### src/rps_pkg.sv
`default_nettype none
package rps_pkg;
  // Link framing and timing
  localparam int CLOCK_HZ = 250_000_000;
  localparam int BAUD_RATE = 19200;
  localparam int DATA_BITS = 8;
  localparam int STOP_BITS = 1;
  // Nearest whole count of clock cycles per bit
  localparam int BAUD_DIV_DEF = (CLOCK_HZ + BAUD_RATE / 2) / BAUD_RATE;
  localparam int SEC_PER_MIN = 60;
  localparam logic [10:0] MIN_PER_DAY = 11'h05A0;
  localparam logic [10:0] INTERVAL_MIN = 11'h0001;
  localparam logic [10:0] INTERVAL_MAX = 11'h05A0;
  localparam int FIFO_DEPTH = 32;

  // Register byte offsets
  localparam logic [7:0] OFS_CTRL = 8'h00;
  localparam logic [7:0] OFS_ID = 8'h04;
  localparam logic [7:0] OFS_INTERVAL = 8'h08;
  localparam logic [7:0] OFS_START = 8'h0C;
  localparam logic [7:0] OFS_CLOCK = 8'h10;
  localparam logic [7:0] OFS_REMAIN = 8'h14;
  localparam logic [7:0] OFS_STATUS = 8'h18;
  localparam logic [7:0] OFS_DATA = 8'h1C;

  // Control field positions
  localparam int CTRL_LOG_EN = 0;
  localparam int CTRL_PTYPE = 1;
  localparam int CTRL_REQ = 3;
  localparam int CTRL_PRESENT = 4;
  localparam int CTRL_HIST = 5;

  // Values after reset
  localparam logic [10:0] RST_INTERVAL = 11'h003C;
  localparam logic [10:0] RST_START = 11'h0000;
  localparam logic [7:0] RST_ID = 8'h00;

  // Formatting lead-in byte for each printer type
  localparam logic [7:0] FMT_CODE [4] = '{8'h0C, 8'h1B, 8'h12, 8'h0E};
  // Report kind letters printed after the identification
  localparam logic [7:0] KIND_STATUS = 8'h0053;
  localparam logic [7:0] KIND_HISTORY = 8'h0048;
  localparam logic [7:0] KIND_SHUTDOWN = 8'h0044;
  localparam logic [7:0] CHAR_CR = 8'h0D;
  localparam logic [7:0] CHAR_LF = 8'h0A;

  localparam logic [1:0] RESP_OKAY = 2'h0;
  localparam logic [1:0] RESP_SLVERR = 2'h2;

  typedef enum logic [2:0] {
    SQ_IDLE = 3'b000, SQ_CODE = 3'b001, SQ_ID_HI = 3'b010, SQ_ID_LO = 3'b011,
    SQ_KIND = 3'b100, SQ_CR = 3'b101, SQ_LF = 3'b110, SQ_BODY = 3'b111
  } rps_seq_e;

  typedef enum logic [1:0] {
    TX_IDLE = 2'b00, TX_START = 2'b01, TX_DATA = 2'b10, TX_STOP = 2'b11
  } rps_tx_e;

  // AXI4-Lite request and answer groups
  typedef struct packed {
    logic awvalid;
    logic [7:0] awaddr;
    logic wvalid;
    logic [31:0] wdata;
    logic [3:0] wstrb;
    logic bready;
    logic arvalid;
    logic [7:0] araddr;
    logic rready;
  } rps_axi_req_s;

  typedef struct packed {
    logic awready;
    logic wready;
    logic bvalid;
    logic [1:0] bresp;
    logic arready;
    logic rvalid;
    logic [31:0] rdata;
    logic [1:0] rresp;
  } rps_axi_rsp_s;
endpackage
`default_nettype wire

### src/rps_fifo.sv
`timescale 1ns/1ps
`default_nettype none
module rps_fifo
  import rps_pkg::*;
#(
  parameter int WIDTH = 8,
  parameter int DEPTH = 32
)(
  input wire logic i_clock,
  input wire logic i_reset_n,
  input wire logic i_valid,
  output logic o_ready,
  input wire logic [WIDTH-1:0] i_data,
  output logic o_valid,
  input wire logic i_ready,
  output logic [WIDTH-1:0] o_data
);
  localparam int AW = $clog2(DEPTH);

  typedef struct packed {
    logic [AW-1:0] wr;
    logic [AW-1:0] rd;
    logic [AW:0] cnt;
    logic ov;
    logic [WIDTH-1:0] od;
  } rps_fifo_s;

  rps_fifo_s st;
  rps_fifo_s next_st;
  logic [WIDTH-1:0] mem [DEPTH];
  logic push;
  logic load;

  // Full is the stored count, so the writer sees honest back-pressure
  assign o_ready = st.cnt != (AW+1)'(DEPTH);
  assign o_valid = st.ov;
  assign o_data = st.od;
  assign push = i_valid && o_ready;
  assign load = (st.cnt != '0) && (!st.ov || i_ready);

  // Pointers, count and registered read stage
  always_comb
  begin
    next_st = st;
    if (push)
      next_st.wr = st.wr + 1'b1;
    if (load)
    begin
      next_st.rd = st.rd + 1'b1;
      next_st.od = mem[st.rd];
      next_st.ov = 1'b1;
    end
    else if (i_ready)
      next_st.ov = 1'b0;
    next_st.cnt = st.cnt + (AW+1)'(push) - (AW+1)'(load);
  end

  always_ff @(posedge i_clock or negedge i_reset_n)
  begin
    if (!i_reset_n)
      st <= '0;
    else
      st <= next_st;
  end

  // Storage has no reset; contents are valid only behind the count
  always_ff @(posedge i_clock)
  begin
    if (push)
      mem[st.wr] <= i_data;
  end
endmodule // rps_fifo
`default_nettype wire

### src/rps_printer_port.sv
// Added by the designer: the AXI4-Lite interface to the registers and the address map.
`timescale 1ns/1ps
`default_nettype none
module rps_printer_port
  import rps_pkg::*;
#(
  parameter int BAUD_DIV = BAUD_DIV_DEF,
  parameter int CLKS_PER_SEC = CLOCK_HZ,
  parameter int DEPTH = FIFO_DEPTH
)(
  input wire logic i_clock,
  input wire logic i_reset_n,
  input wire rps_axi_req_s i_axi,
  output rps_axi_rsp_s o_axi,
  input wire logic i_busy_n,
  input wire logic i_shutdown,
  output logic o_txd
);
  typedef struct packed {
    rps_axi_rsp_s bus;
    logic log_en;
    logic [1:0] ptype;
    logic present;
    logic [7:0] id;
    logic [10:0] interval;
    logic [10:0] start;
    logic [10:0] now;
    logic [10:0] remain;
    logic started;
    logic [27:0] tick;
    logic [5:0] sec;
    logic sched_pend;
    logic shut_pend;
    logic req_pend;
    logic req_hist;
    logic [7:0] kind;
    rps_seq_e seq;
    rps_tx_e tx;
    logic [13:0] baud;
    logic [2:0] bitn;
    logic [7:0] shift;
    logic txd;
    logic [1:0] busy_sync;
  } rps_state_s;

  rps_state_s st;
  rps_state_s next_st;
  logic rdy_s;
  logic f_in_ready;
  logic f_push;
  logic f_valid;
  logic f_pop;
  logic [7:0] f_data;
  logic launch;
  logic [7:0] tx_byte;
  logic byte_ok;
  logic sched_fire;

  assign o_axi = st.bus;
  assign o_txd = st.txd;
  assign rdy_s = st.busy_sync[1];

  function automatic logic [7:0] hex_char(input logic [3:0] n);
    hex_char = (n < 4'h0A) ? (8'h30 + 8'(n)) : (8'h37 + 8'(n));
  endfunction

  // Readback of every register but the data port; it and unmapped offsets read as zero
  function automatic logic [31:0] reg_read(input logic [7:0] a, input rps_state_s s,
                                           input logic fv, input logic fr);
    reg_read = '0;
    if (a == OFS_CTRL)
      reg_read = {26'h0, s.req_hist, s.present, s.req_pend, s.ptype, s.log_en};
    else if (a == OFS_ID)
      reg_read = {24'h0, s.id};
    else if (a == OFS_INTERVAL)
      reg_read = {21'h0, s.interval};
    else if (a == OFS_START)
      reg_read = {21'h0, s.start};
    else if (a == OFS_CLOCK)
      reg_read = {21'h0, s.now};
    else if (a == OFS_REMAIN)
      reg_read = {21'h0, s.remain};
    else if (a == OFS_STATUS)
      reg_read = {26'h0, s.shut_pend, !fv, !fr, s.seq != SQ_IDLE, s.tx != TX_IDLE, s.busy_sync[1]};
  endfunction

  function automatic logic known(input logic [7:0] a);
    known = (a <= OFS_DATA) && (a[1:0] == 2'b00);
  endfunction

  // Report byte offered by the sequencer in its present step
  always_comb
  begin
    tx_byte = 8'h00;
    byte_ok = 1'b1;
    case (st.seq)
      SQ_CODE: tx_byte = FMT_CODE[st.ptype];
      SQ_ID_HI: tx_byte = hex_char(st.id[7:4]);
      SQ_ID_LO: tx_byte = hex_char(st.id[3:0]);
      SQ_KIND: tx_byte = st.kind;
      SQ_CR: tx_byte = CHAR_CR;
      SQ_LF: tx_byte = CHAR_LF;
      SQ_BODY:
      begin
        tx_byte = f_data;
        byte_ok = f_valid;
      end
      default: byte_ok = 1'b0;
    endcase
  end

  // A new frame only starts while the printer reports ready
  assign launch = (st.tx == TX_IDLE) && rdy_s && byte_ok;
  assign f_pop = launch && (st.seq == SQ_BODY);

  // Scheduler fires on the minute that matches start, then every interval
  assign sched_fire = st.log_en && (st.tick == 28'(CLKS_PER_SEC - 1))
    && (st.sec == 6'(SEC_PER_MIN - 1))
    && (st.started ? (st.remain == INTERVAL_MIN)
       : ((st.now == MIN_PER_DAY - 11'h0001 ? 11'h0000 : st.now + 11'h0001) == st.start));

  // Bus slave, scheduler, sequencer and transmitter share one state record
  always_comb
  begin
    logic [31:0] cur;
    logic [31:0] mask;
    logic [31:0] wd;
    logic wr_go;
    logic min_tick;
    logic [10:0] new_now;
    logic req_wr;
    cur = '0;
    mask = '0;
    wd = '0;
    wr_go = 1'b0;
    min_tick = 1'b0;
    new_now = st.now;
    req_wr = 1'b0;
    next_st = st;
    f_push = 1'b0;
    next_st.busy_sync = {st.busy_sync[0], i_busy_n};
    next_st.bus.awready = 1'b0;
    next_st.bus.wready = 1'b0;
    next_st.bus.arready = 1'b0;

    // Write: both channels together; data writes wait for room in the queue
    if (st.bus.bvalid && i_axi.bready)
      next_st.bus.bvalid = 1'b0;
    if (!st.bus.bvalid && !st.bus.awready && i_axi.awvalid && i_axi.wvalid
        && (i_axi.awaddr != OFS_DATA || f_in_ready))
    begin
      wr_go = 1'b1;
      next_st.bus.awready = 1'b1;
      next_st.bus.wready = 1'b1;
      next_st.bus.bvalid = 1'b1;
      next_st.bus.bresp = known(i_axi.awaddr) ? RESP_OKAY : RESP_SLVERR;
    end
    cur = reg_read(i_axi.awaddr, st, f_valid, f_in_ready);
    mask = {{8{i_axi.wstrb[3]}}, {8{i_axi.wstrb[2]}}, {8{i_axi.wstrb[1]}}, {8{i_axi.wstrb[0]}}};
    wd = (i_axi.wdata & mask) | (cur & ~mask);
    if (wr_go)
    begin
      if (i_axi.awaddr == OFS_CTRL)
      begin
        next_st.log_en = wd[CTRL_LOG_EN];
        next_st.ptype = wd[CTRL_PTYPE +: 2];
        next_st.present = wd[CTRL_PRESENT];
        // Applied after the sequencer so a request never meets its own clear
        req_wr = wd[CTRL_REQ] && i_axi.wstrb[0];
      end
      else if (i_axi.awaddr == OFS_ID)
        next_st.id = wd[7:0];
      else if (i_axi.awaddr == OFS_INTERVAL)
        next_st.interval = (wd[10:0] < INTERVAL_MIN) ? INTERVAL_MIN
          : (wd[31:11] != '0 || wd[10:0] > INTERVAL_MAX) ? INTERVAL_MAX : wd[10:0];
      else if (i_axi.awaddr == OFS_START)
        next_st.start = (wd[10:0] >= MIN_PER_DAY) ? MIN_PER_DAY - 11'h0001 : wd[10:0];
      else if (i_axi.awaddr == OFS_CLOCK)
        next_st.now = (wd[10:0] >= MIN_PER_DAY) ? MIN_PER_DAY - 11'h0001 : wd[10:0];
      else if (i_axi.awaddr == OFS_DATA)
        f_push = 1'b1;
    end

    // Read: answer comes with arready, held until rready
    if (st.bus.rvalid && i_axi.rready)
      next_st.bus.rvalid = 1'b0;
    if (!st.bus.rvalid && !st.bus.arready && i_axi.arvalid)
    begin
      next_st.bus.arready = 1'b1;
      next_st.bus.rvalid = 1'b1;
      next_st.bus.rdata = reg_read(i_axi.araddr, st, f_valid, f_in_ready);
      next_st.bus.rresp = known(i_axi.araddr) ? RESP_OKAY : RESP_SLVERR;
    end

    // Time of day: seconds from the clock, minutes wrap at midnight
    if (st.tick == 28'(CLKS_PER_SEC - 1))
    begin
      next_st.tick = '0;
      next_st.sec = st.sec + 6'h01;
      if (st.sec == 6'(SEC_PER_MIN - 1))
      begin
        next_st.sec = '0;
        min_tick = 1'b1;
      end
    end
    else
      next_st.tick = st.tick + 28'h000_0001;
    if (min_tick)
    begin
      new_now = (st.now == MIN_PER_DAY - 11'h0001) ? 11'h0000 : st.now + 11'h0001;
      next_st.now = new_now;
    end

    // Countdown to the next scheduled print
    if (!st.log_en)
    begin
      next_st.started = 1'b0;
      next_st.remain = '0;
    end
    else if (sched_fire)
    begin
      next_st.started = 1'b1;
      next_st.remain = st.interval;
    end
    else if (min_tick)
      next_st.remain = st.started ? st.remain - 11'h0001
        : (st.start >= new_now) ? st.start - new_now
        : st.start + MIN_PER_DAY - new_now;

    // Report sequencer; shutdown outranks requests, requests outrank logging
    case (st.seq)
      SQ_IDLE:
      begin
        if (st.shut_pend)
        begin
          next_st.shut_pend = 1'b0;
          next_st.kind = KIND_SHUTDOWN;
          next_st.seq = SQ_CODE;
        end
        else if (st.req_pend)
        begin
          next_st.req_pend = 1'b0;
          next_st.kind = st.req_hist ? KIND_HISTORY : KIND_STATUS;
          next_st.seq = SQ_CODE;
        end
        else if (st.sched_pend)
        begin
          next_st.sched_pend = 1'b0;
          next_st.kind = KIND_STATUS;
          next_st.seq = SQ_CODE;
        end
      end
      SQ_BODY:
      begin
        if (!f_valid && st.tx == TX_IDLE)
          next_st.seq = SQ_IDLE;
      end
      default:
      begin
        if (launch)
          next_st.seq = rps_seq_e'(st.seq + 3'b001);
      end
    endcase

    // Events set after the clears so a same-cycle event is kept
    if (sched_fire)
      next_st.sched_pend = 1'b1;
    if (i_shutdown && st.present)
      next_st.shut_pend = 1'b1;
    if (!st.log_en)
      next_st.sched_pend = 1'b0;
    if (req_wr)
    begin
      next_st.req_pend = 1'b1;
      next_st.req_hist = wd[CTRL_HIST];
    end

    // Serial transmitter: start, eight data bits LSB first, one stop bit
    case (st.tx)
      TX_IDLE:
      begin
        next_st.txd = 1'b1;
        if (launch)
        begin
          next_st.tx = TX_START;
          next_st.shift = tx_byte;
          next_st.baud = 14'(BAUD_DIV - 1);
          next_st.txd = 1'b0;
        end
      end
      TX_START, TX_DATA:
      begin
        if (st.baud != '0)
          next_st.baud = st.baud - 14'h0001;
        else
        begin
          next_st.baud = 14'(BAUD_DIV - 1);
          if (st.tx == TX_START)
          begin
            next_st.tx = TX_DATA;
            next_st.bitn = '0;
            next_st.txd = st.shift[0];
          end
          else if (st.bitn == 3'(DATA_BITS - 1))
          begin
            next_st.tx = TX_STOP;
            next_st.txd = 1'b1;
          end
          else
          begin
            next_st.bitn = st.bitn + 3'b001;
            next_st.shift = {1'b0, st.shift[7:1]};
            next_st.txd = st.shift[1];
          end
        end
      end
      TX_STOP:
      begin
        if (st.baud != '0)
          next_st.baud = st.baud - 14'h0001;
        else
          next_st.tx = TX_IDLE;
      end
      default: next_st.tx = TX_IDLE;
    endcase
  end

  // Idle line is mark; ready is assumed false until the pin is seen
  always_ff @(posedge i_clock or negedge i_reset_n)
  begin
    if (!i_reset_n)
    begin
      st <= '0;
      st.txd <= 1'b1;
      st.id <= RST_ID;
      st.interval <= RST_INTERVAL;
      st.start <= RST_START;
    end
    else
      st <= next_st;
  end

  // Report body queue written over the bus, drained one byte per frame
  rps_fifo #(
    .WIDTH(8),
    .DEPTH(DEPTH)
  ) u_fifo (
    .i_clock(i_clock),
    .i_reset_n(i_reset_n),
    .i_valid(f_push),
    .o_ready(f_in_ready),
    .i_data(i_axi.wdata[7:0]),
    .o_valid(f_valid),
    .i_ready(f_pop),
    .o_data(f_data)
  );
endmodule // rps_printer_port
`default_nettype wire
### config.mk
export PLATFORM = sky130hd
export DESIGN_NAME = rps_printer_port
export DESIGN_NICKNAME = d
export VERILOG_FILES = /design/src/rps_pkg.sv /design/src/rps_fifo.sv /design/src/rps_printer_port.sv
export SDC_FILE = /design/constraint.sdc
export NUM_CORES = 1
export LEC_CHECK = 0
export BUFFER_PORTS_ARGS = -buffer_cell sky130_fd_sc_hd__buf_2
export CELL_PAD_IN_SITES_DETAIL_PLACEMENT = 1
export CELL_PAD_IN_SITES_GLOBAL_PLACEMENT = 1
export CORE_MARGIN = 3
export CORE_UTILIZATION = 51
export DETAILED_ROUTE_END_ITERATION = 7
export PLACE_DENSITY_LB_ADDON = 0.15
export SYNTH_ARGS = -nofsm -noshare
export SYNTH_HDL_FRONTEND = slang
export SYNTH_SLANG_ARGS = --single-unit
### constraint.sdc
create_clock -name i_clock -period 6.2 [get_ports i_clock]
set_input_delay 1.55 -clock i_clock [delete_from_list [all_inputs] [get_ports i_clock]]
set_output_delay 1.55 -clock i_clock [all_outputs]
set_load 0.01 [all_outputs]
==> flow_summary.json <==
{
  "detailed_place_hpwl_um": 44200,
  "fin_worst_skew_ns": 0.0182,
  "vias_in_the_first_global_route": 16579,
  "timing.final.hold_violations": 0,
  "cts_root_buffer": "sky130_fd_sc_hd__clkbuf_16",
  "globalRoute.totalOverflow": 0,
  "p_leak_nw": 9.39,
  "crit_start_category": "register",
  "design.die.area_um2": 46400,
  "timing.critical_path.to": "st[82]",
  "crit_path_max_fanout": 16,
  "grtUsageMet2_pct": 44.8,
  "worst_r2r_endpoint": "st[82]",
  "globalRouteMet3Util_pct": 4.08,
  "clk_pin_slew_ns": 0.06,
  "globalRouteMet1Util_pct": 38.0,
  "initial_standard_cell_utilization_of_the_core_pct": 51.8,
  "antenna_violations_before_repair": 2,
  "placement_rows": 76,
  "drt_iter0_drc": 1382,
  "routed_wl_um": 63000,
  "netlist_area_um2": 22400,
  "setup_repair_after_global_routing_missed_its_margin": "false",
  "cts.hold.buffers_added": 0,
  "synthesis.area_per_instance_um2": 11.8,
  "drt-pass1-iter-count": 5,
  "first_pass_grt_wire_length_um": 99400,
  "grt_busiest_layer": "met2",
  "placed_cells_incl_taps": 2473,
  "synth_top_family_by_area": "simple AND/OR/NAND/NOR gates",
  "setup.worst_path.start": "st[51]",
  "drv.max_cap_violation_count": 0,
  "area_fraction_in_and_or_nand_and_nor_cells_after_synthesis_pct": 12.9,
  "timing.critical_path.required_ns": 6.66,
  "delay_contributed_by_the_slowest_stage_of_the_critical_path_ns": 0.86,
  "finalMaxSlewViolations": 0,
  "ys_ff_latch": 430,
  "layout_worst_path_cycle_share_pct": 87.5,
  "critical_path_depth_in_cells": 17,
  "fmax_mhz": 184,
  "area_growth_from_synthesis_to_layout_pct": 9.92,
  "numCtsBuffers": 46,
  "grt_use_total_pct": 27.5,
  "placement.io_buffers": 79,
  "crit_family": "compound AO/OA/AOI/OAI gates",
  "critical_path_class": "reg -> reg",
  "synthesis.yosys.warnings": 0,
  "critPathBufInv": 1,
  "layout-drive-gt1-share_pct": 15.1,
  "ys_async_sr_fraction_pct": 40.5,
  "remaining_drc_errors": 0,
  "via_count": 15646,
  "placeableCoreArea_um2": 43200,
  "worst_path_max_delay_cell": "sky130_fd_sc_hd__nor4_1",
  "synth.distinct_cells": 88,
  "gp_congestion": 0.882,
  "design.portCount": 103,
  "timing_worst_slew_pin_value_ns": 1.22,
  "synth_sequential_area_ratio_pct": 53.8,
  "synth_flop_cell": "sky130_fd_sc_hd__edfxtp_1",
  "muxShareOfSynthArea_pct": 11.3,
  "pin_count_of_the_biggest_net_entering_global_routing": 106,
  "compound_gate_portion_of_the_synthesized_area_pct": 10.7,
  "final.setup.tns_ns": 0,
  "clkSinkCount": 430,
  "p_per_area_nw_per_um2": 296,
  "cts_max_level": 2,
  "synth_fa_ha_area_share_pct": 3.87,
  "ff2ff_path_depth": 17,
  "antenna_violating_nets_post_route": 0,
  "count_of_flip_flops_with_a_built_in_enable_after_synthesis": 256,
  "regToRegStartpoint": "st[51]",
  "die_h_um": 215,
  "layout.nets": 2062,
  "cts_tree": "built",
  "cts-resized-gates": 0,
  "worst_path_setup_slack_after_routing_ns": 0.776,
  "synthXorXnorAreaFrac_pct": 3.07,
  "critical_path.cell_chain": "ha_1 -> nand4_1 -> nor4_1 -> nand3_4 -> a22oi_1 -> ha_1 -> inv_1 -> fa_1 -> a21boi_0 -> nor3_1 -> o211a_1 -> o31ai_1 -> o2111ai_1 -> nand3b_2 -> mux2_2 -> o21ai_0 -> o21ai_0",
  "fin_cells": 2559,
  "vias_per_cell": 6.11,
  "insertion_delay_ns": 0.60,
  "setup_violations": 0,
  "outcome": "finished, final reports clean",
  "worst_ep_arrival_time_ns": 5.88,
  "crit_path_end_kind": "register",
  "post-cts-setup-buffer-count": 0,
  "cts_buffer_depth": 3,
  "worstHoldPathType": "reg -> reg",
  "synthesis.instances": 1900,
  "period_minus_slack_ns": 5.42,
  "wl_per_cell_um": 24.6,
  "reg2reg_slack_ns": 0.78,
  "dpl_worst_slack_ns": 0.814,
  "vdd_ir_drop_max_v": 0.000250,
  "worst_slew_margin_rel_pct": 18.4,
  "hold_slack_ns": 0.368,
  "die_w_um": 215
}
power breakdown:
group          internal (mW)  switching [mW]  leakage, nW
sequential              3.16           0.150         4.51
combinational          0.525           0.692         4.13
clock                   1.59            1.17        0.741
total                   5.27            2.01         9.39
per-stage QoR:
step	power (mW)	cell area, um^2	util [%]
4_1_cts	7.36	24600	57.0
3_3_place_gp	4.52	23100	53.5
3_5_place_dp	4.58	23100	53.5
5_1_grt	7.62	24600	57.0
2_1_floorplan	4.21	22500	-
6_report	7.29	24600	57.0
flip-flops by register name (all words and copies together), names as in the netlist:
| signal | cells |
|---|---|
| u_fifo.mem | 256 |
| st | 129 |
| o_axi | 17 |
| u_fifo.st | 16 |
| u_fifo.o_data | 8 |
| next_st | 1 |
| o_txd | 1 |
| rdy_s | 1 |
| u_fifo.o_valid | 1 |
kinds of logic after synthesis:
family,after synthesis
flops,430
mux,146
other cells,1
xor+xnor,77
compound gates,372
simple gates,594
buf+inv,215
fa+ha+maj,65
layout by cell type (no fill, tap or decap), types with 11 or more instances in the layout:
| cell type | synthesis | layout |
|---|---|---|
| sky130_fd_sc_hd__a21o_1 | 11 | 11 |
| sky130_fd_sc_hd__a21oi_1 | 80 | 79 |
| sky130_fd_sc_hd__a22o_1 | 11 | 11 |
| sky130_fd_sc_hd__a22oi_1 | 19 | 19 |
| sky130_fd_sc_hd__a31oi_1 | 13 | 13 |
| sky130_fd_sc_hd__and3_1 | 20 | 20 |
| sky130_fd_sc_hd__buf_2 | 8 | 78 |
| sky130_fd_sc_hd__buf_4 | 41 | 15 |
| sky130_fd_sc_hd__clkbuf_16 | 0 | 47 |
| sky130_fd_sc_hd__clkinv_2 | 0 | 12 |
| sky130_fd_sc_hd__conb_1 | 1 | 23 |
| sky130_fd_sc_hd__dfrtp_1 | 169 | 167 |
| sky130_fd_sc_hd__edfxtp_1 | 256 | 256 |
| sky130_fd_sc_hd__ha_1 | 58 | 58 |
| sky130_fd_sc_hd__inv_1 | 86 | 86 |
| sky130_fd_sc_hd__mux2_2 | 18 | 18 |
| sky130_fd_sc_hd__mux2i_1 | 44 | 44 |
| sky130_fd_sc_hd__mux4_2 | 83 | 83 |
| sky130_fd_sc_hd__nand2_1 | 184 | 184 |
| sky130_fd_sc_hd__nand2b_1 | 12 | 12 |
| sky130_fd_sc_hd__nand3_1 | 47 | 47 |
| sky130_fd_sc_hd__nand4_1 | 21 | 21 |
| sky130_fd_sc_hd__nor2_1 | 163 | 163 |
| sky130_fd_sc_hd__nor3_1 | 40 | 40 |
| sky130_fd_sc_hd__o21ai_0 | 118 | 118 |
| sky130_fd_sc_hd__o22ai_1 | 13 | 13 |
| sky130_fd_sc_hd__or3_1 | 19 | 19 |
| sky130_fd_sc_hd__xnor2_1 | 51 | 51 |
| sky130_fd_sc_hd__xor2_1 | 25 | 25 |
per-layer routing:
metal | vias up | wire length, um
met5 | - | 7
met4 | 2 | 2270
met3 | 113 | 3280
met2 | 487 | 30100
met1 | 7960 | 27300
li1 | 7084 | -
how the worst min path moves through the flow:
| stage | start | to | slack [ns] | cells after the start |
|---|---|---|---|---|
| 3_5_place_dp | next_st[1] | rdy_s | 0.36 | 0 |
| 5_1_grt | next_st[1] | rdy_s | 0.39 | 0 |
| 3_3_place_gp | next_st[1] | rdy_s | 0.34 | 0 |
| 6_report | next_st[1] | rdy_s | 0.37 | 0 |
| 4_1_cts | next_st[1] | rdy_s | 0.37 | 0 |
| 2_1_floorplan | next_st[1] | rdy_s | 0.33 | 0 |
Yosys cell counts (8+ instances only):
master | count | share of area, %
sky130_fd_sc_hd__edfxtp_1 | 256 | 34
sky130_fd_sc_hd__nand2_1 | 184 | 3.1
sky130_fd_sc_hd__dfrtp_1 | 169 | 19
sky130_fd_sc_hd__nor2_1 | 163 | 2.7
sky130_fd_sc_hd__o21ai_0 | 118 | 2.6
sky130_fd_sc_hd__inv_1 | 86 | 1.4
sky130_fd_sc_hd__mux4_2 | 83 | 8.4
sky130_fd_sc_hd__a21oi_1 | 80 | 1.8
sky130_fd_sc_hd__clkbuf_1 | 63 | 1.1
sky130_fd_sc_hd__ha_1 | 58 | 3.2
sky130_fd_sc_hd__xnor2_1 | 51 | 2.0
sky130_fd_sc_hd__nand3_1 | 47 | 1.1
sky130_fd_sc_hd__mux2i_1 | 44 | 2.0
sky130_fd_sc_hd__buf_4 | 41 | 1.4
sky130_fd_sc_hd__nor3_1 | 40 | 0.89
sky130_fd_sc_hd__xor2_1 | 25 | 0.98
sky130_fd_sc_hd__nand4_1 | 21 | 0.59
sky130_fd_sc_hd__and3_1 | 20 | 0.56
sky130_fd_sc_hd__a22oi_1 | 19 | 0.64
sky130_fd_sc_hd__or3_1 | 19 | 0.53
sky130_fd_sc_hd__mux2_2 | 18 | 0.91
sky130_fd_sc_hd__buf_1 | 17 | 0.29
sky130_fd_sc_hd__a31oi_1 | 13 | 0.36
sky130_fd_sc_hd__o22ai_1 | 13 | 0.36
sky130_fd_sc_hd__nand2b_1 | 12 | 0.34
sky130_fd_sc_hd__a21o_1 | 11 | 0.37
sky130_fd_sc_hd__a22o_1 | 11 | 0.43
sky130_fd_sc_hd__nor2b_1 | 10 | 0.28
sky130_fd_sc_hd__nor4_1 | 10 | 0.28
sky130_fd_sc_hd__o31ai_1 | 10 | 0.34
sky130_fd_sc_hd__and2_1 | 9 | 0.25
sky130_fd_sc_hd__nand3b_1 | 9 | 0.30
sky130_fd_sc_hd__a222oi_1 | 8 | 0.36
sky130_fd_sc_hd__buf_2 | 8 | 0.18
sky130_fd_sc_hd__nor3b_1 | 8 | 0.27
sky130_fd_sc_hd__o22a_1 | 8 | 0.31
sky130_fd_sc_hd__or2_2 | 8 | 0.22
area by class of cell:
cell class / instances / area [um^2]
fillers: 4489 / 18600
flip-flops and latches: 430 / 12100
multi-input cells: 1277 / 9450
clock buffers: 59 / 1240
well taps: 585 / 732
repair buffers: 95 / 537
inverters: 86 / 323
clock inverters: 26 / 264
diodes: 1 / 2.50
worst reg2reg max path: stages, from the launching register on:
cell and delay (ns):
sky130_fd_sc_hd__dfrtp_1 0.38, sky130_fd_sc_hd__ha_1 0.23, sky130_fd_sc_hd__nand4_1 0.22, sky130_fd_sc_hd__nor4_1 0.86, sky130_fd_sc_hd__nand3_4 0.33, sky130_fd_sc_hd__a22oi_1 0.43, sky130_fd_sc_hd__ha_1 0.30, sky130_fd_sc_hd__inv_1 0.07
sky130_fd_sc_hd__fa_1 0.38, sky130_fd_sc_hd__a21boi_0 0.40, sky130_fd_sc_hd__nor3_1 0.09, sky130_fd_sc_hd__o211a_1 0.24, sky130_fd_sc_hd__o31ai_1 0.29, sky130_fd_sc_hd__o2111ai_1 0.18, sky130_fd_sc_hd__nand3b_2 0.26, sky130_fd_sc_hd__mux2_2 0.38
sky130_fd_sc_hd__o21ai_0 0.16, sky130_fd_sc_hd__o21ai_0 0.10
Note: power is estimated with default switching activity, not from simulation.
